## src/uclr_pkg.sv

```systemverilog
// Purpose: shared constants and types for the update loader and signature block
// Assumes: one instance per core, model-specific register port on the core clock
// Notes:   header field offsets are relative to the image start (payload - 48)
package uclr_pkg;

  // ------------------------------------------------------------
  // register addresses and layout
  // ------------------------------------------------------------
  localparam logic [31:0] UCLR_ADDR_TRIGGER   = 32'h0000_0079;
  localparam logic [31:0] UCLR_ADDR_SIGNATURE = 32'h0000_008B;
  localparam int          UCLR_SIG_LSB        = 32;
  localparam logic [31:0] UCLR_SIG_RESET      = 32'h0000_0000;
  localparam logic [31:0] UCLR_RSVD_VALUE     = 32'h0000_0000;

  // ------------------------------------------------------------
  // update image layout
  // ------------------------------------------------------------
  localparam logic [31:0] UCLR_HDR_BYTES      = 32'h0000_0030;
  localparam logic [31:0] UCLR_HDR_REV_OFS    = 32'h0000_0004;
  localparam logic [31:0] UCLR_HDR_SIG_OFS    = 32'h0000_000C;
  localparam logic [31:0] UCLR_HDR_LDR_OFS    = 32'h0000_0014;
  localparam logic [31:0] UCLR_LOADER_REV     = 32'h0000_0001;

  // ------------------------------------------------------------
  // carriers
  // ------------------------------------------------------------
  typedef struct packed {
    logic        wr;
    logic        rd;
    logic [31:0] addr;
    logic [63:0] wdata;
  } uclr_reg_req_t;

  typedef struct packed {
    logic        ack;
    logic [31:0] rdata;
  } uclr_mem_rsp_t;

  typedef enum logic [4:0] {
    UCLR_ST_IDLE = 5'h01,
    UCLR_ST_REV  = 5'h02,
    UCLR_ST_SIG  = 5'h04,
    UCLR_ST_LDR  = 5'h08,
    UCLR_ST_WAIT = 5'h10
  } uclr_state_t;

  typedef struct packed {
    logic        busy;
    logic        req;
    logic [31:0] addr;
    logic        done;
    logic [31:0] data;
  } uclr_fetch_st_t;

  typedef struct packed {
    uclr_state_t st;
    logic        busy;
    logic [31:0] hdr_base;
    logic [31:0] new_rev;
    logic        sig_ok;
    logic        loaded;
    logic [31:0] active_rev;
    logic [31:0] sig_hi;
    logic [63:0] rdata;
    logic        rvalid;
    logic        fetch_go;
    logic [31:0] fetch_addr;
    logic        load_ok;
    logic        load_rej;
  } uclr_top_st_t;

endpackage : uclr_pkg

```

## src/uclr_loader.sv

```systemverilog
// Purpose: per-core update trigger, load engine and update signature register
// Assumes: firmware keeps the trigger sequence; memory on the core clock
// Notes:   hard reset is arst_n_in; soft init keeps the loaded update
`timescale 1ns/1ps

// Summary of operation
// - hard reset discards the loaded update
// - soft init keeps the loaded update
// - repeated identical loads act as one
// - each core has its own update facility
// - identify writes revision; none loaded, untouched
// - revision in 63:32, 31:0 reserved
// - signature equals loaded update revision
// - reading signature never disturbs the update
// - trigger sequence is for loader revision 1
// - reject update with mismatching processor signature
module uclr_loader #(
  parameter int ADDR_W = 32
) (
  // clock and reset
  input  wire logic                    clk_in,
  input  wire logic                    arst_n_in,
  input  wire logic                    clk_en_in,
  // core events
  input  wire logic                    soft_init_in,
  input  wire logic                    identify_in,
  input  wire logic [31:0]             proc_sig_in,
  // model-specific register port
  input  wire uclr_pkg::uclr_reg_req_t reg_req_in,
  output logic [63:0]                  reg_rdata_out,
  output logic                         reg_rvalid_out,
  // update image memory
  input  wire uclr_pkg::uclr_mem_rsp_t mem_rsp_in,
  output logic                         mem_req_out,
  output logic [ADDR_W-1:0]            mem_addr_out,
  // status
  output logic                         busy_out,
  output logic                         update_active_out,
  output logic                         load_ok_out,
  output logic                         load_rej_out
);
  import uclr_pkg::*;

  if (ADDR_W != 32) begin : g_chk
    $error("uclr_loader: ADDR_W must be 32");
  end

  // ------------------------------------------------------------
  // state
  // ------------------------------------------------------------
  localparam uclr_top_st_t TOP_RST = '{st: UCLR_ST_IDLE, default: '0};

  uclr_top_st_t s_r;
  uclr_top_st_t s_nxt;
  logic         f_busy;
  logic         f_done;
  logic [31:0]  f_data;
  logic         trig_wr;
  logic         sig_wr;

  function automatic logic hit(input uclr_reg_req_t r, input logic [31:0] a);
    hit = (r.addr == a);
  endfunction : hit

  assign trig_wr = reg_req_in.wr && hit(reg_req_in, UCLR_ADDR_TRIGGER);
  assign sig_wr  = reg_req_in.wr && hit(reg_req_in, UCLR_ADDR_SIGNATURE);

  // ------------------------------------------------------------
  // header fetch
  // ------------------------------------------------------------
  uclr_fetch #(
    .ADDR_W (ADDR_W)
  ) u_fetch (
    .clk_in       (clk_in),
    .arst_n_in    (arst_n_in),
    .clk_en_in    (clk_en_in),
    .start_in     (s_r.fetch_go),
    .addr_in      (s_r.fetch_addr),
    .mem_rsp_in   (mem_rsp_in),
    .mem_req_out  (mem_req_out),
    .mem_addr_out (mem_addr_out),
    .busy_out     (f_busy),
    .done_out     (f_done),
    .data_out     (f_data)
  );

  // ------------------------------------------------------------
  // next state
  // ------------------------------------------------------------
  always_comb begin
    s_nxt          = s_r;
    s_nxt.fetch_go = 1'b0;
    s_nxt.load_ok  = 1'b0;
    s_nxt.load_rej = 1'b0;
    s_nxt.rvalid   = reg_req_in.rd;
    s_nxt.rdata    = '0;
    // reads only look; nothing of the active update changes here
    if (reg_req_in.rd && hit(reg_req_in, UCLR_ADDR_SIGNATURE)) begin
      s_nxt.rdata = {s_r.sig_hi, UCLR_RSVD_VALUE};
    end
    // trigger reads back zero: the value is a command only
    if (sig_wr) begin
      s_nxt.sig_hi = reg_req_in.wdata[63:UCLR_SIG_LSB];
    end
    // identify after a write in the same cycle: hardware update wins
    if (identify_in && s_r.loaded) begin
      s_nxt.sig_hi = s_r.active_rev;
    end
    case (s_r.st)
      UCLR_ST_IDLE: begin
        // payload alignment and mapping are firmware's duty; the
        // header sits 48 bytes below the given address
        if (trig_wr && !f_busy) begin
          s_nxt.hdr_base   = reg_req_in.wdata[31:0] - UCLR_HDR_BYTES;
          s_nxt.fetch_addr = reg_req_in.wdata[31:0] - UCLR_HDR_BYTES + UCLR_HDR_REV_OFS;
          s_nxt.fetch_go   = 1'b1;
          s_nxt.st         = UCLR_ST_REV;
        end
      end
      UCLR_ST_REV: begin
        if (f_done) begin
          s_nxt.new_rev    = f_data;
          s_nxt.fetch_addr = s_r.hdr_base + UCLR_HDR_SIG_OFS;
          s_nxt.fetch_go   = 1'b1;
          s_nxt.st         = UCLR_ST_SIG;
        end
      end
      UCLR_ST_SIG: begin
        if (f_done) begin
          s_nxt.sig_ok     = (f_data == proc_sig_in);
          s_nxt.fetch_addr = s_r.hdr_base + UCLR_HDR_LDR_OFS;
          s_nxt.fetch_go   = 1'b1;
          s_nxt.st         = UCLR_ST_LDR;
        end
      end
      UCLR_ST_LDR: begin
        if (f_done) begin
          s_nxt.st = UCLR_ST_IDLE;
          // other loader revisions need another sequence: refuse them
          if (s_r.sig_ok && f_data == UCLR_LOADER_REV) begin
            // plain overwrite, so loading the same image again is harmless
            s_nxt.loaded     = 1'b1;
            s_nxt.active_rev = s_r.new_rev;
            s_nxt.load_ok    = 1'b1;
          end else begin
            s_nxt.load_rej = 1'b1;
          end
        end
      end
      default: begin
        s_nxt.st = UCLR_ST_IDLE;
      end
    endcase
    // soft init abandons a load in flight but keeps what is loaded
    if (soft_init_in) begin
      s_nxt.st         = UCLR_ST_IDLE;
      s_nxt.fetch_go   = 1'b0;
      // a load finishing in the same cycle is dropped with no result
      s_nxt.loaded     = s_r.loaded;
      s_nxt.active_rev = s_r.active_rev;
      s_nxt.load_ok    = 1'b0;
      s_nxt.load_rej   = 1'b0;
    end
    // busy kept as its own flop so the output has no decode behind it
    s_nxt.busy = (s_nxt.st != UCLR_ST_IDLE);
  end

  // ------------------------------------------------------------
  // registers: the hard reset is the only thing that drops the update
  // ------------------------------------------------------------
  always_ff @(posedge clk_in or negedge arst_n_in) begin
    if (!arst_n_in) begin
      s_r <= TOP_RST;
    end else if (clk_en_in) begin
      s_r <= s_nxt;
    end
  end

  assign reg_rdata_out     = s_r.rdata;
  assign reg_rvalid_out    = s_r.rvalid;
  assign busy_out          = s_r.busy;
  assign update_active_out = s_r.loaded;
  assign load_ok_out       = s_r.load_ok;
  assign load_rej_out      = s_r.load_rej;

  // ------------------------------------------------------------
  // assertions
  // ------------------------------------------------------------
  property p_hard_clear;
    @(posedge clk_in) !arst_n_in |-> !update_active_out && s_r.active_rev == '0;
  endproperty
  a_hard_clear: assert property (p_hard_clear) else $error("update survived hard reset");

  property p_init_keep;
    @(posedge clk_in) disable iff (!arst_n_in)
      soft_init_in && clk_en_in && update_active_out |=>
        update_active_out && s_r.active_rev == $past(s_r.active_rev);
  endproperty
  a_init_keep: assert property (p_init_keep) else $error("soft init lost update");

  property p_ident_load;
    @(posedge clk_in) disable iff (!arst_n_in)
      identify_in && clk_en_in && s_r.loaded |=> s_r.sig_hi == $past(s_r.active_rev);
  endproperty
  a_ident_load: assert property (p_ident_load) else $error("identify missed revision");

  property p_ident_none;
    @(posedge clk_in) disable iff (!arst_n_in)
      identify_in && clk_en_in && !s_r.loaded && !sig_wr |=> $stable(s_r.sig_hi);
  endproperty
  a_ident_none: assert property (p_ident_none) else $error("signature changed, none loaded");

  property p_sig_read;
    @(posedge clk_in) disable iff (!arst_n_in)
      reg_req_in.rd && clk_en_in && hit(reg_req_in, UCLR_ADDR_SIGNATURE) |=>
        reg_rvalid_out && reg_rdata_out == {$past(s_r.sig_hi), UCLR_RSVD_VALUE};
  endproperty
  a_sig_read: assert property (p_sig_read) else $error("signature read format wrong");

  property p_ok_rev;
    @(posedge clk_in) disable iff (!arst_n_in)
      load_ok_out |-> update_active_out && s_r.active_rev == s_r.new_rev;
  endproperty
  a_ok_rev: assert property (p_ok_rev) else $error("active revision not header revision");

  property p_rej_keep;
    @(posedge clk_in) disable iff (!arst_n_in)
      load_rej_out |-> s_r.active_rev == $past(s_r.active_rev) && !load_ok_out;
  endproperty
  a_rej_keep: assert property (p_rej_keep) else $error("rejected load changed state");

  property p_read_quiet;
    @(posedge clk_in) disable iff (!arst_n_in)
      reg_req_in.rd && !reg_req_in.wr && clk_en_in && s_r.st == UCLR_ST_IDLE |=>
        $stable(s_r.active_rev) && $stable(s_r.loaded);
  endproperty
  a_read_quiet: assert property (p_read_quiet) else $error("read disturbed update");

  property p_trig_cmd;
    @(posedge clk_in) disable iff (!arst_n_in)
      reg_req_in.rd && clk_en_in && hit(reg_req_in, UCLR_ADDR_TRIGGER) |=>
        reg_rvalid_out && reg_rdata_out == '0;
  endproperty
  a_trig_cmd: assert property (p_trig_cmd) else $error("trigger value readable");

  property p_trig_start;
    @(posedge clk_in) disable iff (!arst_n_in)
      trig_wr && clk_en_in && !f_busy && !soft_init_in && s_r.st == UCLR_ST_IDLE |=>
        s_r.st == UCLR_ST_REV ##1 (!clk_en_in || mem_req_out);
  endproperty
  a_trig_start: assert property (p_trig_start) else $error("trigger did not start load");

  property p_freeze;
    @(posedge clk_in) disable iff (!arst_n_in)
      !clk_en_in |=> $stable(s_r);
  endproperty
  a_freeze: assert property (p_freeze) else $error("state moved with clock enable low");

  property p_fetch_hold;
    @(posedge clk_in) disable iff (!arst_n_in)
      mem_req_out && !mem_rsp_in.ack && clk_en_in |=> mem_req_out && $stable(mem_addr_out);
  endproperty
  a_fetch_hold: assert property (p_fetch_hold) else $error("memory request dropped early");

  property p_init_abort;
    @(posedge clk_in) disable iff (!arst_n_in)
      soft_init_in && clk_en_in |=> !busy_out && !load_ok_out && !load_rej_out;
  endproperty
  a_init_abort: assert property (p_init_abort) else $error("soft init left a load running");

  property p_trig_addr;
    @(posedge clk_in) disable iff (!arst_n_in)
      trig_wr && clk_en_in && !f_busy && !soft_init_in && s_r.st == UCLR_ST_IDLE |=>
        s_r.fetch_addr == $past(reg_req_in.wdata[31:0]) - UCLR_HDR_BYTES + UCLR_HDR_REV_OFS;
  endproperty
  a_trig_addr: assert property (p_trig_addr) else $error("revision fetch address wrong");

  property p_sig_rsvd;
    @(posedge clk_in) disable iff (!arst_n_in)
      reg_rvalid_out |-> reg_rdata_out[UCLR_SIG_LSB-1:0] == UCLR_RSVD_VALUE;
  endproperty
  a_sig_rsvd: assert property (p_sig_rsvd) else $error("reserved bits not zero");

  property p_result_end;
    @(posedge clk_in) disable iff (!arst_n_in)
      load_ok_out || load_rej_out |-> !busy_out && !(load_ok_out && load_rej_out);
  endproperty
  a_result_end: assert property (p_result_end) else $error("load result while busy");

  property p_ldr_reject;
    @(posedge clk_in) disable iff (!arst_n_in)
      s_r.st == UCLR_ST_LDR && f_done && f_data != UCLR_LOADER_REV && !soft_init_in &&
        clk_en_in |=> load_rej_out && !load_ok_out;
  endproperty
  a_ldr_reject: assert property (p_ldr_reject) else $error("foreign loader accepted");

  property p_rvalid_any;
    @(posedge clk_in) disable iff (!arst_n_in)
      reg_req_in.rd && clk_en_in |=> reg_rvalid_out;
  endproperty
  a_rvalid_any: assert property (p_rvalid_any) else $error("read got no answer");

  c_load_ok:  cover property (@(posedge clk_in) disable iff (!arst_n_in) load_ok_out);
  c_load_rej: cover property (@(posedge clk_in) disable iff (!arst_n_in) load_rej_out);
  c_ident:    cover property (@(posedge clk_in) disable iff (!arst_n_in)
                identify_in && s_r.loaded ##2 reg_req_in.rd);
  c_abort:    cover property (@(posedge clk_in) disable iff (!arst_n_in) soft_init_in && busy_out);
  c_freeze:   cover property (@(posedge clk_in) disable iff (!arst_n_in) !clk_en_in);

endmodule : uclr_loader

```

## src/uclr_fetch.sv

```systemverilog
// Purpose: single dword read from update image memory
// Assumes: memory answers on the core clock with a one-cycle ack
// Notes:   starts are ignored while a read is outstanding
`timescale 1ns/1ps
module uclr_fetch #(
  parameter int ADDR_W = 32
) (
  // clock and reset
  input  wire logic              clk_in,
  input  wire logic              arst_n_in,
  input  wire logic              clk_en_in,
  // command
  input  wire logic              start_in,
  input  wire logic [ADDR_W-1:0] addr_in,
  // memory
  input  wire uclr_pkg::uclr_mem_rsp_t mem_rsp_in,
  output logic                   mem_req_out,
  output logic [ADDR_W-1:0]      mem_addr_out,
  // result
  output logic                   busy_out,
  output logic                   done_out,
  output logic [31:0]            data_out
);
  import uclr_pkg::*;

  if (ADDR_W != 32) begin : g_chk
    $error("uclr_fetch: ADDR_W must be 32");
  end

  uclr_fetch_st_t s_r;
  uclr_fetch_st_t s_nxt;

  always_comb begin
    s_nxt      = s_r;
    s_nxt.done = 1'b0;
    if (!s_r.busy) begin
      if (start_in) begin
        s_nxt.busy = 1'b1;
        s_nxt.req  = 1'b1;
        s_nxt.addr = addr_in;
      end
    end else if (mem_rsp_in.ack) begin
      s_nxt.busy = 1'b0;
      s_nxt.req  = 1'b0;
      s_nxt.done = 1'b1;
      s_nxt.data = mem_rsp_in.rdata;
    end
  end

  always_ff @(posedge clk_in or negedge arst_n_in) begin
    if (!arst_n_in) begin
      s_r <= '0;
    end else if (clk_en_in) begin
      s_r <= s_nxt;
    end
  end

  assign mem_req_out  = s_r.req;
  assign mem_addr_out = s_r.addr;
  assign busy_out     = s_r.busy;
  assign done_out     = s_r.done;
  assign data_out     = s_r.data;

endmodule : uclr_fetch

```

## config.mk

```make
export PLATFORM = sky130hd
export DESIGN_NAME = uclr_loader
export DESIGN_NICKNAME = d
export VERILOG_FILES = /design/src/uclr_pkg.sv /design/src/uclr_loader.sv /design/src/uclr_fetch.sv
export SDC_FILE = /design/constraint.sdc
export NUM_CORES = 1
export LEC_CHECK = 0
export BUFFER_PORTS_ARGS = -buffer_cell sky130_fd_sc_hd__buf_2
export CELL_PAD_IN_SITES_DETAIL_PLACEMENT = 1
export CELL_PAD_IN_SITES_GLOBAL_PLACEMENT = 1
export CORE_UTILIZATION = 30
export CTS_BUF_LIST = sky130_fd_sc_hd__clkbuf_2 sky130_fd_sc_hd__clkbuf_4 sky130_fd_sc_hd__clkbuf_8
export CTS_CLUSTER_SIZE = 20
export DETAILED_ROUTE_END_ITERATION = 10
export PLACE_DENSITY_LB_ADDON = 0.1
export RECOVER_POWER = 25
export SYNTH_ARGS = -nofsm -noshare
export SYNTH_HDL_FRONTEND = slang
export SYNTH_HIERARCHICAL = 1
export SYNTH_SLANG_ARGS = --single-unit
```

## constraint.sdc

```tcl
create_clock -name clk_in -period 2.98 [get_ports clk_in]
set_input_delay 0.149 -clock clk_in [delete_from_list [all_inputs] [get_ports clk_in]]
set_output_delay 0.149 -clock clk_in [all_outputs]
set_load 0.005 [all_outputs]
```

Word level (Yosys, flattened, before mapping)

Index checks and enable logic that the tools add are counted.

Register bits: 303
Input bits: 168
Output and inout bits: 102
Logic and storage cells: 81

Add/subtract/negate cells: 4
Equality and inequality tests: 13
Multiplexer cells: 24
Bitwise logic cells: 2
Reduce and logical (&&, ||, !) cells: 19

Operators by type and width:

| cell                                                  | number |
|---|---|
| 2-to-1 mux 33 bit                                     | 5 |
| one-hot mux 33 bit (3 select lines)                   | 1 |
| 2-to-1 mux 32 bit                                     | 2 |
| 2-to-1 mux 64 bit                                     | 1 |
| 2-to-1 mux 34 bit                                     | 1 |
| adder 32 x 3 -> 32 bit (second input constant)        | 1 |
| adder 32 x 4 -> 32 bit (second input constant)        | 1 |
| adder 32 x 5 -> 32 bit (second input constant)        | 1 |
| equality test 32 x 1 -> 1 bit (second input constant) | 1 |
| equality test 32 bit                                  | 1 |
| equality test 32 x 7 -> 1 bit (second input constant) | 1 |
| equality test 32 x 8 -> 1 bit (second input constant) | 1 |
| subtractor 32 x 6 -> 32 bit (second input constant)   | 1 |
| 2-to-1 mux 5 bit                                      | 5 |
| one-hot mux 5 bit (4 select lines)                    | 1 |
| AND reduction 3 bit                                   | 6 |
| 2-to-1 mux 2 bit                                      | 5 |
| AND reduction 5 bit                                   | 2 |
| logical AND 1 bit                                     | 6 |
| equality test 5 x 1 -> 1 bit (second input constant)  | 1 |
| equality test 5 x 2 -> 1 bit (second input constant)  | 1 |
| equality test 5 x 3 -> 1 bit (second input constant)  | 1 |
| equality test 5 x 4 -> 1 bit (second input constant)  | 1 |
| != test 5 x 1 -> 1 bit (second input constant)        | 1 |
| 8 further kinds                                       | 14 |

Depth between registers and ports, before layout

Gate-level depths: netlist (run 1).

Depth in word-level cells: 7
Gate-level depth with buffers: 11
Mapped depth without buffers: 10

Modules after synthesis

Netlist (run 1), hierarchy kept.

By module, submodules not included:

| module      | instances | cells an instance | area an instance (sq um) | seq. area each (sq um) |
|---|---|---|---|---|
| uclr_loader | 1         | 1212              | 11494.8                  | 5106.1 |
| uclr_fetch  | 1         | 145               | 2512.4                   | 1676.6 |

Worst setup path before layout (run 1)

OpenSTA, ideal clock, no wires.

Path type: input -> register
From: input port reg_req_in[4] (netlist name)
To: register s_r[19] (netlist name)
Setup time: 0.125 ns
Arrival: 2.550 ns
Required time: 2.855 ns
Setup slack: 0.306 ns
Stages: 10
Buffers on the path: 1
Cells stage by stage: clkbuf_1 inv_1 ha_1 nor3_1 o21ai_0 nor4_1 nand2_1 xnor2_1 a221o_1 mux2_2

Cells in the longest elaborated chain, start to end: 4

Ends and longest elaborated chain:

| item                                | line               | RTL |
|---|---|---|
| start, declared                     | uclr_loader.sv:29  | `input wire uclr_pkg::uclr_reg_req_t reg_req_in,` |
| subtractor 32 x 6 -> 32 bit         | uclr_loader.sv:115 | `s_nxt.fetch_addr = reg_req_in.wdata[31:0] - UCLR_HDR_BYTES + UCLR_HDR_REV_OFS;` |
| adder 32 x 3 -> 32 bit              | uclr_loader.sv:115 |  |
| 2-to-1 mux 33 bit                   | uclr_loader.sv:113 | `if (trig_wr && !f_busy) begin` |
| one-hot mux 33 bit (3 select lines) | uclr_loader.sv:109 | `case (s_r.st)` |
| end signal, assigned                | uclr_loader.sv:175 | `s_r <= s_nxt;` |
| end, declared                       | uclr_loader.sv:53  | `uclr_top_st_t s_r;` |

Every way passes these cells. The select of a mux whose other input is x is not followed.
A chain may end at the register's enable or synchronous reset.

Worst setup path in the final report (run 1)

From: register u_fetch.s_r, in the netlist u_fetch/data_out[29]
To: register s_r[154] (netlist name)

Cells in the longest elaborated chain, start to end: 3

Ends and longest elaborated chain:

| item                                 | line               | RTL |
|---|---|---|
| start, declared                      | uclr_fetch.sv:30   | `uclr_fetch_st_t s_r;` |
| start signal, assigned               | uclr_fetch.sv:54   | `s_r <= s_nxt;` |
| equality test 32 x 1 -> 1 bit        | uclr_loader.sv:140 | `if (s_r.sig_ok && f_data == UCLR_LOADER_REV) begin` |
| logical AND 1 bit                    | uclr_loader.sv:140 |  |
| AND reduction 5 bit (no source line) | --                 |  |

Every way passes these cells.

==> results.toml, run 1 <==
[critical_path]
critPathTopFamily = "simple AND/OR/NAND/NOR gates"
start_kind = "flop"
worstPathArrival_ns = 3.27
crit_required_ns = 3.46
worstPathBufferInverterCount = 3
path_cells = "nor4_1 > buf_4 > nand4_1 > nor4_1 > buf_4 > and4_1 > nand3_2 > buf_12 > mux2_2"
slowest_delay_ns = 0.46
cpMaxStageDelayCell = "nor4_1"
cp_max_fo = 34
endpoint_kind = "flop"
path_class = "reg -> reg"

[detailed_routing]
wirelength_um = 43700
detail-route-antenna-nets = 0
num_vias = 11200
drt-pass1-iter-count = 4
detail_route.vias_per_cell = 4.80
drc = 0
drtIter0Drc = 425
wl_per_cell_um = 18.8

[timing]
min_period_ns = 2.79
min_period_over_period_pct = 93.7
fmax_mhz = 358
final-hold-violation-count = 0
worst_pin_slew_ns = 2.19
holdWs_ns = 0.0636
slew_viol_final = 74
skew_ns = 0.0374
setup-violations-final = 0
max-slew-margin-rel_pct = -46.3
grt_setup_unrepaired = "false"
fin_setup_tns_ns = 0

[placed_design]
gpl.final_weighted_congestion = 0.776
port_buffers = 237
hpwlAfterDp_um = 31700
dpl.cell_count = 2152

[outcome]
violations = "max-capacitance violations, max-slew violations"
status = "finished, violations left"

[final_layout]
antennaDiodeCount = 0
n_fill_cell = 5168
drive_gt1_share_pct = 32.1
instances_no_fill = 2327
area_growth_pct = 26.7
layout.nets = 1868

[logic_synthesis]
yosysMostFrequentCell = "dfrtp_1"
ys_types = 77
yosys_warnings = 6
syn_area_um2 = 14000
synth_ff_type = "dfrtp_1"
synth_edf_count = 0
synthTopCellsByCount = "dfrtp_1 (270), nand2_1 (160), o21ai_0 (146)"
synth_cells = 1357
syn_area_per_cell_um2 = 10.3
yosysTopAreaCellShare_pct = 48.2
async_flop_share_pct = 100
synth_seq_cells = 271
ys_seq_area_share_pct = 48.4
yosysTopAreaCell = "dfrtp_1"
ys_top_cells_by_area = "dfrtp_1 (48%), mux2_2 (11%), o21ai_0 (5.2%)"

[floorplan]
rows = 78
io_pins = 270
start_util_pct = 30.7
core_region_area_um2 = 45700
fp.dieW_um = 218
dieArea_um2 = 47600
chipHeight_um = 218

[clock_network]
post_cts_buffers = 0
clockBufferDepth = 3
cts_made_buffers = 50
clk_pin_slew_ns = 0.06
cts-root-buf = "clkbuf_8"
clkLatencyLatePin_ns = 0.63
h-tree-depth = 2
cts_tree = "yes"
clock_sinks = 271

[run]
max-cap-violations = 1

[pwr]
p_leak_nw = 8.57
power_density_nw_per_um2 = 459
vdd_ir_drop_max_mv = 0.281

[worst_hold_path]
worst_hold_path_type = "in -> reg"

[grt]
grt_usage_pct = 18.7
globalRoute.totalOverflow = 0
grt_pass1_wl_um = 69000
antenna_found_initial = 0
first_global_vias = 12100
grt_max_degree = 78
sequential cells by signal (all words and copies together) (netlist names):
name and cells:
load_rej_out 1, u_fetch/done_out 1, busy_out 1, s_r 167
u_fetch/data_out 32, update_active_out 1, u_fetch/mem_addr_out 32, u_fetch/busy_out 1
reg_rvalid_out 1, u_fetch/mem_req_out 1, reg_rdata_out 32, load_ok_out 1
path summary, 6_finish.rpt:
path / start / endpoint / slack, ns / depth (start not counted)
max in group asynchronous: arst_n_in / s_r[121] / 0.96 / 2
min reg2reg: s_r[123] / s_r[123] / 0.48 / 2
max: u_fetch/data_out[29] / s_r[154] / 0.19 / 9
min in group asynchronous: arst_n_in / s_r[129] / 0.73 / 2
min: reg_req_in[29] / s_r[227] / 0.06 / 4
max reg2reg: u_fetch/data_out[29] / s_r[154] / 0.19 / 9
kinds of logic (layout without fill, tap and decap cells):
kind of cell | count (synthesis) | count (layout) | synth area share, %
AOI/OAI and AO/OA | 277 | 277 | 11.6
other | 1 | 32 | 0.0268
buffers and inverters | 182 | 521 | 6.98
and+or+nand+nor | 363 | 363 | 13.6
adders and majority gates | 5 | 5 | 0.447
xor gates and xnor gates | 82 | 82 | 5.13
DFF | 271 | 271 | 48.4
muxes | 176 | 176 | 13.8
worst register-to-register path: stages (launching register included):
cell	delay, ns
dfrtp_1	0.45
nor4_1	0.41
buf_4	0.18
nand4_1	0.13
nor4_1	0.46
buf_4	0.19
and4_1	0.23
nand3_2	0.11
buf_12	0.22
mux2_2	0.30
report_power, final:
part | leakage [nW] | switching, mW | total, mW | internal [mW]
Sequential | 3.75 | 0.114 | 3.86 | 3.74
Clock | 0.529 | 1.58 | 3.61 | 2.03
Combinational | 4.29 | 0.344 | 0.682 | 0.338
Total | 8.57 | 2.04 | 8.15 | 6.11
per-stage QoR:
| step | util (%) | power, mW | setup WS [ns] | instance area, um2 |
|---|---|---|---|---|
| after floorplan | - | 4.16 | 0.306 | 14100 |
| after global placement | 34.7 | 4.52 | 0.0747 | 15800 |
| after detailed placement | 34.7 | 4.53 | 0.0819 | 15800 |
| after CTS | 38.9 | 8.33 | 0.0666 | 17800 |
| after global routing | 38.9 | 8.54 | 0.0142 | 17700 |
| final | 38.9 | 8.15 | 0.187 | 17700 |
repair_timing:
| item | in CTS | in global routing |
|---|---|---|
| hold endpoints to repair | 180 | 0 |
| hold buffers | 91 | 0 |
| gates resized for setup | 0 | 1 |
| setup endpoints to repair | 0 | 1 |
area by class of cell:
class / count / area, um2 / share of cell area [%]
clock buffer: 79 / 962 / 5.42
clock inverter: 5 / 33.8 / 0.190
inverter: 43 / 161 / 0.909
multi-input combinational: 935 / 6400 / 36.1
sequential: 271 / 6780 / 38.2
tap: 600 / 751 / 4.23
timing repair buffer: 394 / 2660 / 15.0
layout by cell type (no fill, tap or decap), types with 37 or more instances in the layout:
| cell type | netlist | routed |
|---|---|---|
| xor2_1 | 57 | 57 |
| buf_2 | 7 | 236 |
| o21ai_0 | 146 | 146 |
| nor2_1 | 39 | 39 |
| clkbuf_8 | 0 | 59 |
| mux2i_1 | 37 | 37 |
| nand2_1 | 160 | 157 |
| dlygate4sd3_1 | 0 | 91 |
| a21oi_1 | 47 | 47 |
| inv_1 | 43 | 43 |
| mux2_2 | 137 | 137 |
| buf_4 | 64 | 61 |
| dfrtp_1 | 270 | 270 |
per-layer routing:
metal / vias up / GRT usage (%) / wire [um]
met3: 53 / 3.21 / 1560
met1: 5525 / 23.8 / 19700
met2: 211 / 32.4 / 21700
met5: - / 0 / 0
li1: 5372 / - / -
met4: 0 / 5.01 / 828
No activity file was read; power rests on OpenSTA's default activity.
==> inputs of run 2 (changes only) <==
CORE_ASPECT_RATIO = 0.5   (was unset)
clock period = 2.25 ns   (was 2.98 ns; I/O delays follow)
==> run 2 against run 1 <==
Net effect:
- register-to-register slack worse by 0.32 ns
- worst hold slack worse by 0.030 ns
- sequential share of layout area down 5.3 points
- critical path type unchanged
- power up 34%
- the flow finishes with violations (negative setup slack)
- routed wire length up 14%
- die area up 0.11%
- combinational power up 67%
- clock skew down 0.027 ns
- cell count up 10%
- clock-buffer cell count down 12
- global-route usage up 1.6 points
==> results.toml, run 2 (same netlist as run 1, synthesis figures left out) <==
[outcome]
status = "finished, violations left"
violations = "negative setup slack"

[critical_path]
endpoint_kind = "flop"
cp_max_fo = 4
cpMaxStageDelayCell = "or4b_4"
path_class = "reg -> reg"
slowest_delay_ns = 0.59
path_cells = "or4b_4 > nor3b_4 > buf_6 > a22oi_2 > or2_4 > or3_1 > a21oi_2 > a21oi_2 > o21ai_1"
crit_required_ns = 2.77
worstPathArrival_ns = 2.90
critPathMostFrequentCell = "a21oi_2"
start_kind = "flop"

[floorplan]
dieArea_um2 = 47600
start_util_pct = 30.7
chipHeight_um = 155
io_pins = 270
rows = 55
fp.dieW_um = 308
core_region_area_um2 = 45600

[detailed_routing]
wl_per_cell_um = 19.4
num_vias = 12200
detail-route-antenna-nets = 0
drc = 0
drt-pass1-iter-count = 4
detail_route.vias_per_cell = 4.75
wirelength_um = 49700
drtIter0Drc = 567

[placed_design]
port_buffers = 237
hpwlAfterDp_um = 35300
place_ws_ns = -0.561
dpl.cell_count = 2328
gpl.final_weighted_congestion = 0.833

[timing]
skew_ns = 0.00988
min_period_ns = 2.38
max-slew-margin-rel_pct = 3.91
final-hold-violation-count = 0
grt_setup_unrepaired = "true"
setup-violations-final = 44
min_period_over_period_pct = 106
worst_pin_slew_ns = 1.44
setup_ws_ns = -0.132
slew_viol_final = 0
fmax_mhz = 420

[final_layout]
instances_no_fill = 2565
layout_common_cells = "dfrtp_1 (268), buf_2 (236), buf_4 (211), nand2_1 (142), mux2_2 (137)"
largest_reg_flops = 167
n_fill_cell = 5090
multiInputGateArea_um2 = 7130
fin_util_pct = 45.2
mostFrequentLayoutCell = "dfrtp_1"
layout.nets = 2075
regMostFlops = "s_r"
area_growth_pct = 47.2
seqCellArea_um2 = 6790
drive_gt1_share_pct = 45.3

[grt]
first_global_vias = 13300
grt_max_degree = 72
antenna_found_initial = 2
grt_pass1_wl_um = 75600
globalRoute.totalOverflow = 0
grt_usage_pct = 20.3

[clock_network]
cts-root-buf = "clkbuf_8"
h-tree-depth = 2
clock_sinks = 271
clk_pin_slew_ns = 0.06
cts_made_buffers = 45
clkLatencyLatePin_ns = 0.59
clockBufferDepth = 3
cts_tree = "yes"

[worst_hold_path]
worst_hold_path_type = "in -> reg"

[pwr]
vdd_ir_drop_max_mv = 0.350
p_leak_nw = 9.99
power_density_nw_per_um2 = 529

[run]
max-cap-violations = 0
==> run 2: changes by cell type in the layout (fill, tap and decap cells not counted), moves of 10 or more <==
cell,change
buf_6,+31
nand2_1,-15
o21ai_2,+10
o21ai_1,+34
a21oi_1,-22
o21ai_0,-44
buf_12,+13
a21oi_2,+21
buf_4,+150
==> run 2: what timing repair did <==
action | in CTS | in global routing
hold buffers | 86 | 0
resized for setup | 91 | 129
buffers inserted | 33 | 23
endpoints found under the hold margin | 355 | 0
setup endpoints to repair | 100 | 97
pin swaps | 36 | 53
gates cloned | 6 | 11
==> run 2: stage by stage <==
step           hold WS, ns  instance area, um2  power, mW  setup TNS [ns]
2_1_floorplan       -0.183               14200       5.52           -1.84
3_3_place_gp        0.0571               17200       6.10          -12.10
3_5_place_dp        0.0593               17200       6.12          -14.61
4_1_cts            0.00819               19800       11.1           -1.16
5_1_grt             0.0287               20600       11.4           -8.75
6_report            0.0339               20600       10.9           -2.38
==> run 2: per-layer routing <==
layer	wire (um)	global-route usage [%]	up-vias
met4	1070	5.24	0
met5	0	0	-
met1	22000	26.3	6110
met3	1670	3.03	73
li1	-	-	5814
met2	25000	35.4	194
==> run 2: where the power goes <==
part	leakage (nW)	total [mW]	switching (mW)	internal, mW
Combinational	5.74	1.14	0.564	0.571
Sequential	3.75	5.05	0.0901	4.96
Clock	0.503	4.72	2.18	2.54
Total	9.99	10.9	2.83	8.07
==> run 2: critical path: cells and delay by family, from the launching register on <==
family / cells / cell delay (ns)
compound gates: 4 / 0.34
simple gates: 4 / 1.43
flops: 1 / 0.38
buf+inv: 1 / 0.15
==> run 2: final timing paths <==
check,start,end,slack [ns],cells past startpoint
min in group asynchronous,arst_n_in,s_r[201],0.39,2
min,reg_req_in[13],s_r[211],0.03,4
min reg2reg,s_r[104],reg_rdata_out[36],0.48,2
max,s_r[235],s_r[31],-0.13,9
max in group asynchronous,arst_n_in,s_r[222],0.45,3
max reg2reg,s_r[235],s_r[31],-0.13,9
==> run 2: layout make-up <==
type	count	share of cell area, %
repair buffers	605	23.2
inverters	43	0.801
multi-input cells	936	34.6
flip-flops and latches	271	32.9
well taps	627	3.80
diodes	2	0.0243
clock buffers	67	4.11
clock inverters	14	0.540
==> inputs of run 3 (changes only) <==
--- a/config.mk
+++ b/config.mk
@@ -6,5 +6,4 @@
 export NUM_CORES = 1
 export LEC_CHECK = 0
-export BUFFER_PORTS_ARGS = -buffer_cell sky130_fd_sc_hd__buf_2
 export CELL_PAD_IN_SITES_DETAIL_PLACEMENT = 1
 export CELL_PAD_IN_SITES_GLOBAL_PLACEMENT = 1
@@ -14,4 +13,5 @@
 export CTS_CLUSTER_SIZE = 20
 export DETAILED_ROUTE_END_ITERATION = 10
+export DONT_BUFFER_PORTS = 1
 export PLACE_DENSITY_LB_ADDON = 0.1
 export RECOVER_POWER = 25
==> constraint.sdc (replaced) <==
create_clock -name clk_in -period 2.25 [get_ports clk_in]
set_input_delay 0.225 -clock clk_in [delete_from_list [all_inputs] [get_ports clk_in]]
set_output_delay 0.225 -clock clk_in [all_outputs]
set_load 0.005 [all_outputs]
==> run 3 against run 2 <==
Net effect:
- the flow finishes with violations (negative hold slack, negative setup slack)
- die area is the same
- global-route usage decreased by 0.59 points
- non-clock buffer count down 277
- power is 2.4% lower
- sequential share of layout area grew 3.1 points
- core utilization down 3.9 points
- highest routed layer unchanged
==> results.toml, run 3 (same netlist as run 1, synthesis figures left out) <==
[run]
max-cap-violations = 0

[detailed_routing]
num_vias = 11200
drtIter0Drc = 478
wirelength_um = 48600
wl_per_cell_um = 21.3
detail-route-antenna-nets = 0
drc = 0
detail_route.vias_per_cell = 4.90
drt-pass1-iter-count = 4

[critical_path]
cpMaxStageDelayCell = "or4b_4"
path_class = "reg -> reg"
slowest_delay_ns = 0.58
startpoint = "s_r[235]"
crit_required_ns = 2.75
path_depth = 9
start_kind = "flop"
endpoint_kind = "flop"
timing.rr.end = "s_r[33]"
cp-endpoint = "s_r[33]"
worstPathBufferInverterCount = 1
critPathTopFamily = "simple AND/OR/NAND/NOR gates"
path_cells = "or4b_4 > buf_6 > nor3b_4 > a22oi_2 > or2_4 > or3_4 > a21oi_2 > a21oi_2 > o21ai_1"
cp_max_fo = 4
reg2reg_depth = 9
critPathMostFrequentCell = "a21oi_2"
crit-reg2reg-launch = "s_r[235]"
worstPathArrival_ns = 2.99
r2r_slack_ns = -0.24

[final_layout]
largest_reg_flops = 167
mostFrequentLayoutCell = "dfrtp_1"
layout.nets = 1799
drive_gt1_share_pct = 34.0
area_growth_pct = 34.6
layout_common_cells = "dfrtp_1 (270), buf_4 (173), mux2_2 (137), nand2_1 (133), dlygate4sd3_1 (113)"
instances_no_fill = 2282
n_fill_cell = 4981
regMostFlops = "s_r"

[clock_network]
clkLatencyLatePin_ns = 0.61
cts_tree = "yes"
clockBufferDepth = 3
h-tree-depth = 2
cts-root-buf = "clkbuf_8"
cts_made_buffers = 45
clock_sinks = 271
clk_pin_slew_ns = 0.07

[grt]
grt_pass1_wl_um = 72900
grt_usage_pct = 19.7
antenna_found_initial = 2
grt_max_degree = 272
first_global_vias = 12200
globalRoute.totalOverflow = 0

[placed_design]
dpl.cell_count = 2057
gpl.final_weighted_congestion = 0.817
port_buffers = 0
hpwlAfterDp_um = 32300

[timing]
final-hold-violation-count = 271
grt_setup_unrepaired = "true"
slew_viol_final = 0
skew_ns = 0.0335
worst_pin_slew_ns = 0.639
min_period_over_period_pct = 111
max-slew-margin-rel_pct = 57.4
holdWs_ns = -0.663
fmax_mhz = 401
min_period_ns = 2.49
setup_ws_ns = -0.242
setup-violations-final = 103

[outcome]
violations = "negative hold slack, negative setup slack"
status = "finished, violations left"

[pwr]
vdd_ir_drop_max_mv = 0.349
p_leak_nw = 8.61
power_density_nw_per_um2 = 564

[floorplan]
fp.dieW_um = 308
chipHeight_um = 155
start_util_pct = 30.7
io_pins = 270
core_region_area_um2 = 45600
rows = 55
dieArea_um2 = 47600

[worst_hold_path]
worst_hold_path_type = "in -> async"
[run 3: worst min path at each step]
stage              start        to  slack (ns)  cells past startpoint
3_5_place_dp   arst_n_in  s_r[204]       -0.06                      0
5_1_grt        arst_n_in  s_r[219]       -0.72                      0
4_1_cts        arst_n_in   s_r[24]       -0.72                      0
6_report       arst_n_in  s_r[219]       -0.66                      0
2_1_floorplan  arst_n_in  busy_out       -0.07                      0
3_3_place_gp   arst_n_in  s_r[203]       -0.06                      0
[run 3: report_power, final]
part | internal (mW) | total, mW | switching [mW]
Combinational | 0.469 | 0.856 | 0.387
Sequential | 4.96 | 5.04 | 0.0870
Clock | 2.59 | 4.73 | 2.15
[run 3: worst reg2reg max path, stage by stage, from the launching register on]
cell	delay, ns
dfrtp_1	0.39
or4b_4	0.58
buf_6	0.14
nor3b_4	0.26
a22oi_2	0.14
or2_4	0.28
or3_4	0.33
a21oi_2	0.16
a21oi_2	0.05
o21ai_1	0.08
[run 3: what timing repair did]
action / in CTS / in global routing
endpoints found under the hold margin: 412 / 272
gates cloned: 4 / 8
hold buffers: 113 / 1
endpoints found under the setup margin: 99 / 131
pin swaps: 18 / 40
resized for setup: 31 / 148
setup buffers: 15 / 12
[run 3: final cells by class]
class | count | area (um2) | area share [%]
well taps | 627 | 785 | 4.16
clock buffers | 63 | 823 | 4.37
clock inverters | 11 | 121 | 0.644
flip-flops and latches | 271 | 6780 | 36.0
multi-input cells | 937 | 7010 | 37.2
diodes | 2 | 5.00 | 0.0265
inverters | 43 | 165 | 0.876
repair buffers | 328 | 3160 | 16.8
[run 3: through the flow]
| stage | power (mW) | utilization (%) | worst slack (ns) | instance area [um2] | TNS (ns) |
|---|---|---|---|---|---|
| 3_3_place_gp | 5.74 | 34.5 | -0.380 | 15700 | -12.30 |
| 4_1_cts | 10.8 | 39.8 | -0.162 | 18200 | -4.96 |
| 6_report | 10.6 | 41.3 | -0.242 | 18900 | -8.69 |
| 3_5_place_dp | 5.75 | 34.5 | -0.468 | 15700 | -15.00 |
| 2_1_floorplan | 5.52 | - | -0.379 | 14300 | -2.89 |
| 5_1_grt | 11.1 | 41.3 | -0.361 | 18900 | -21.92 |
[run 3: routing by layer]
metal  share of wire, %  routed length, um  GRT usage (%)
met1                 44              21400           25.4
met5                  0                  0              0
met2                 50              24300           34.0
met3                3.4               1670           3.47
met4                2.6               1280           5.52
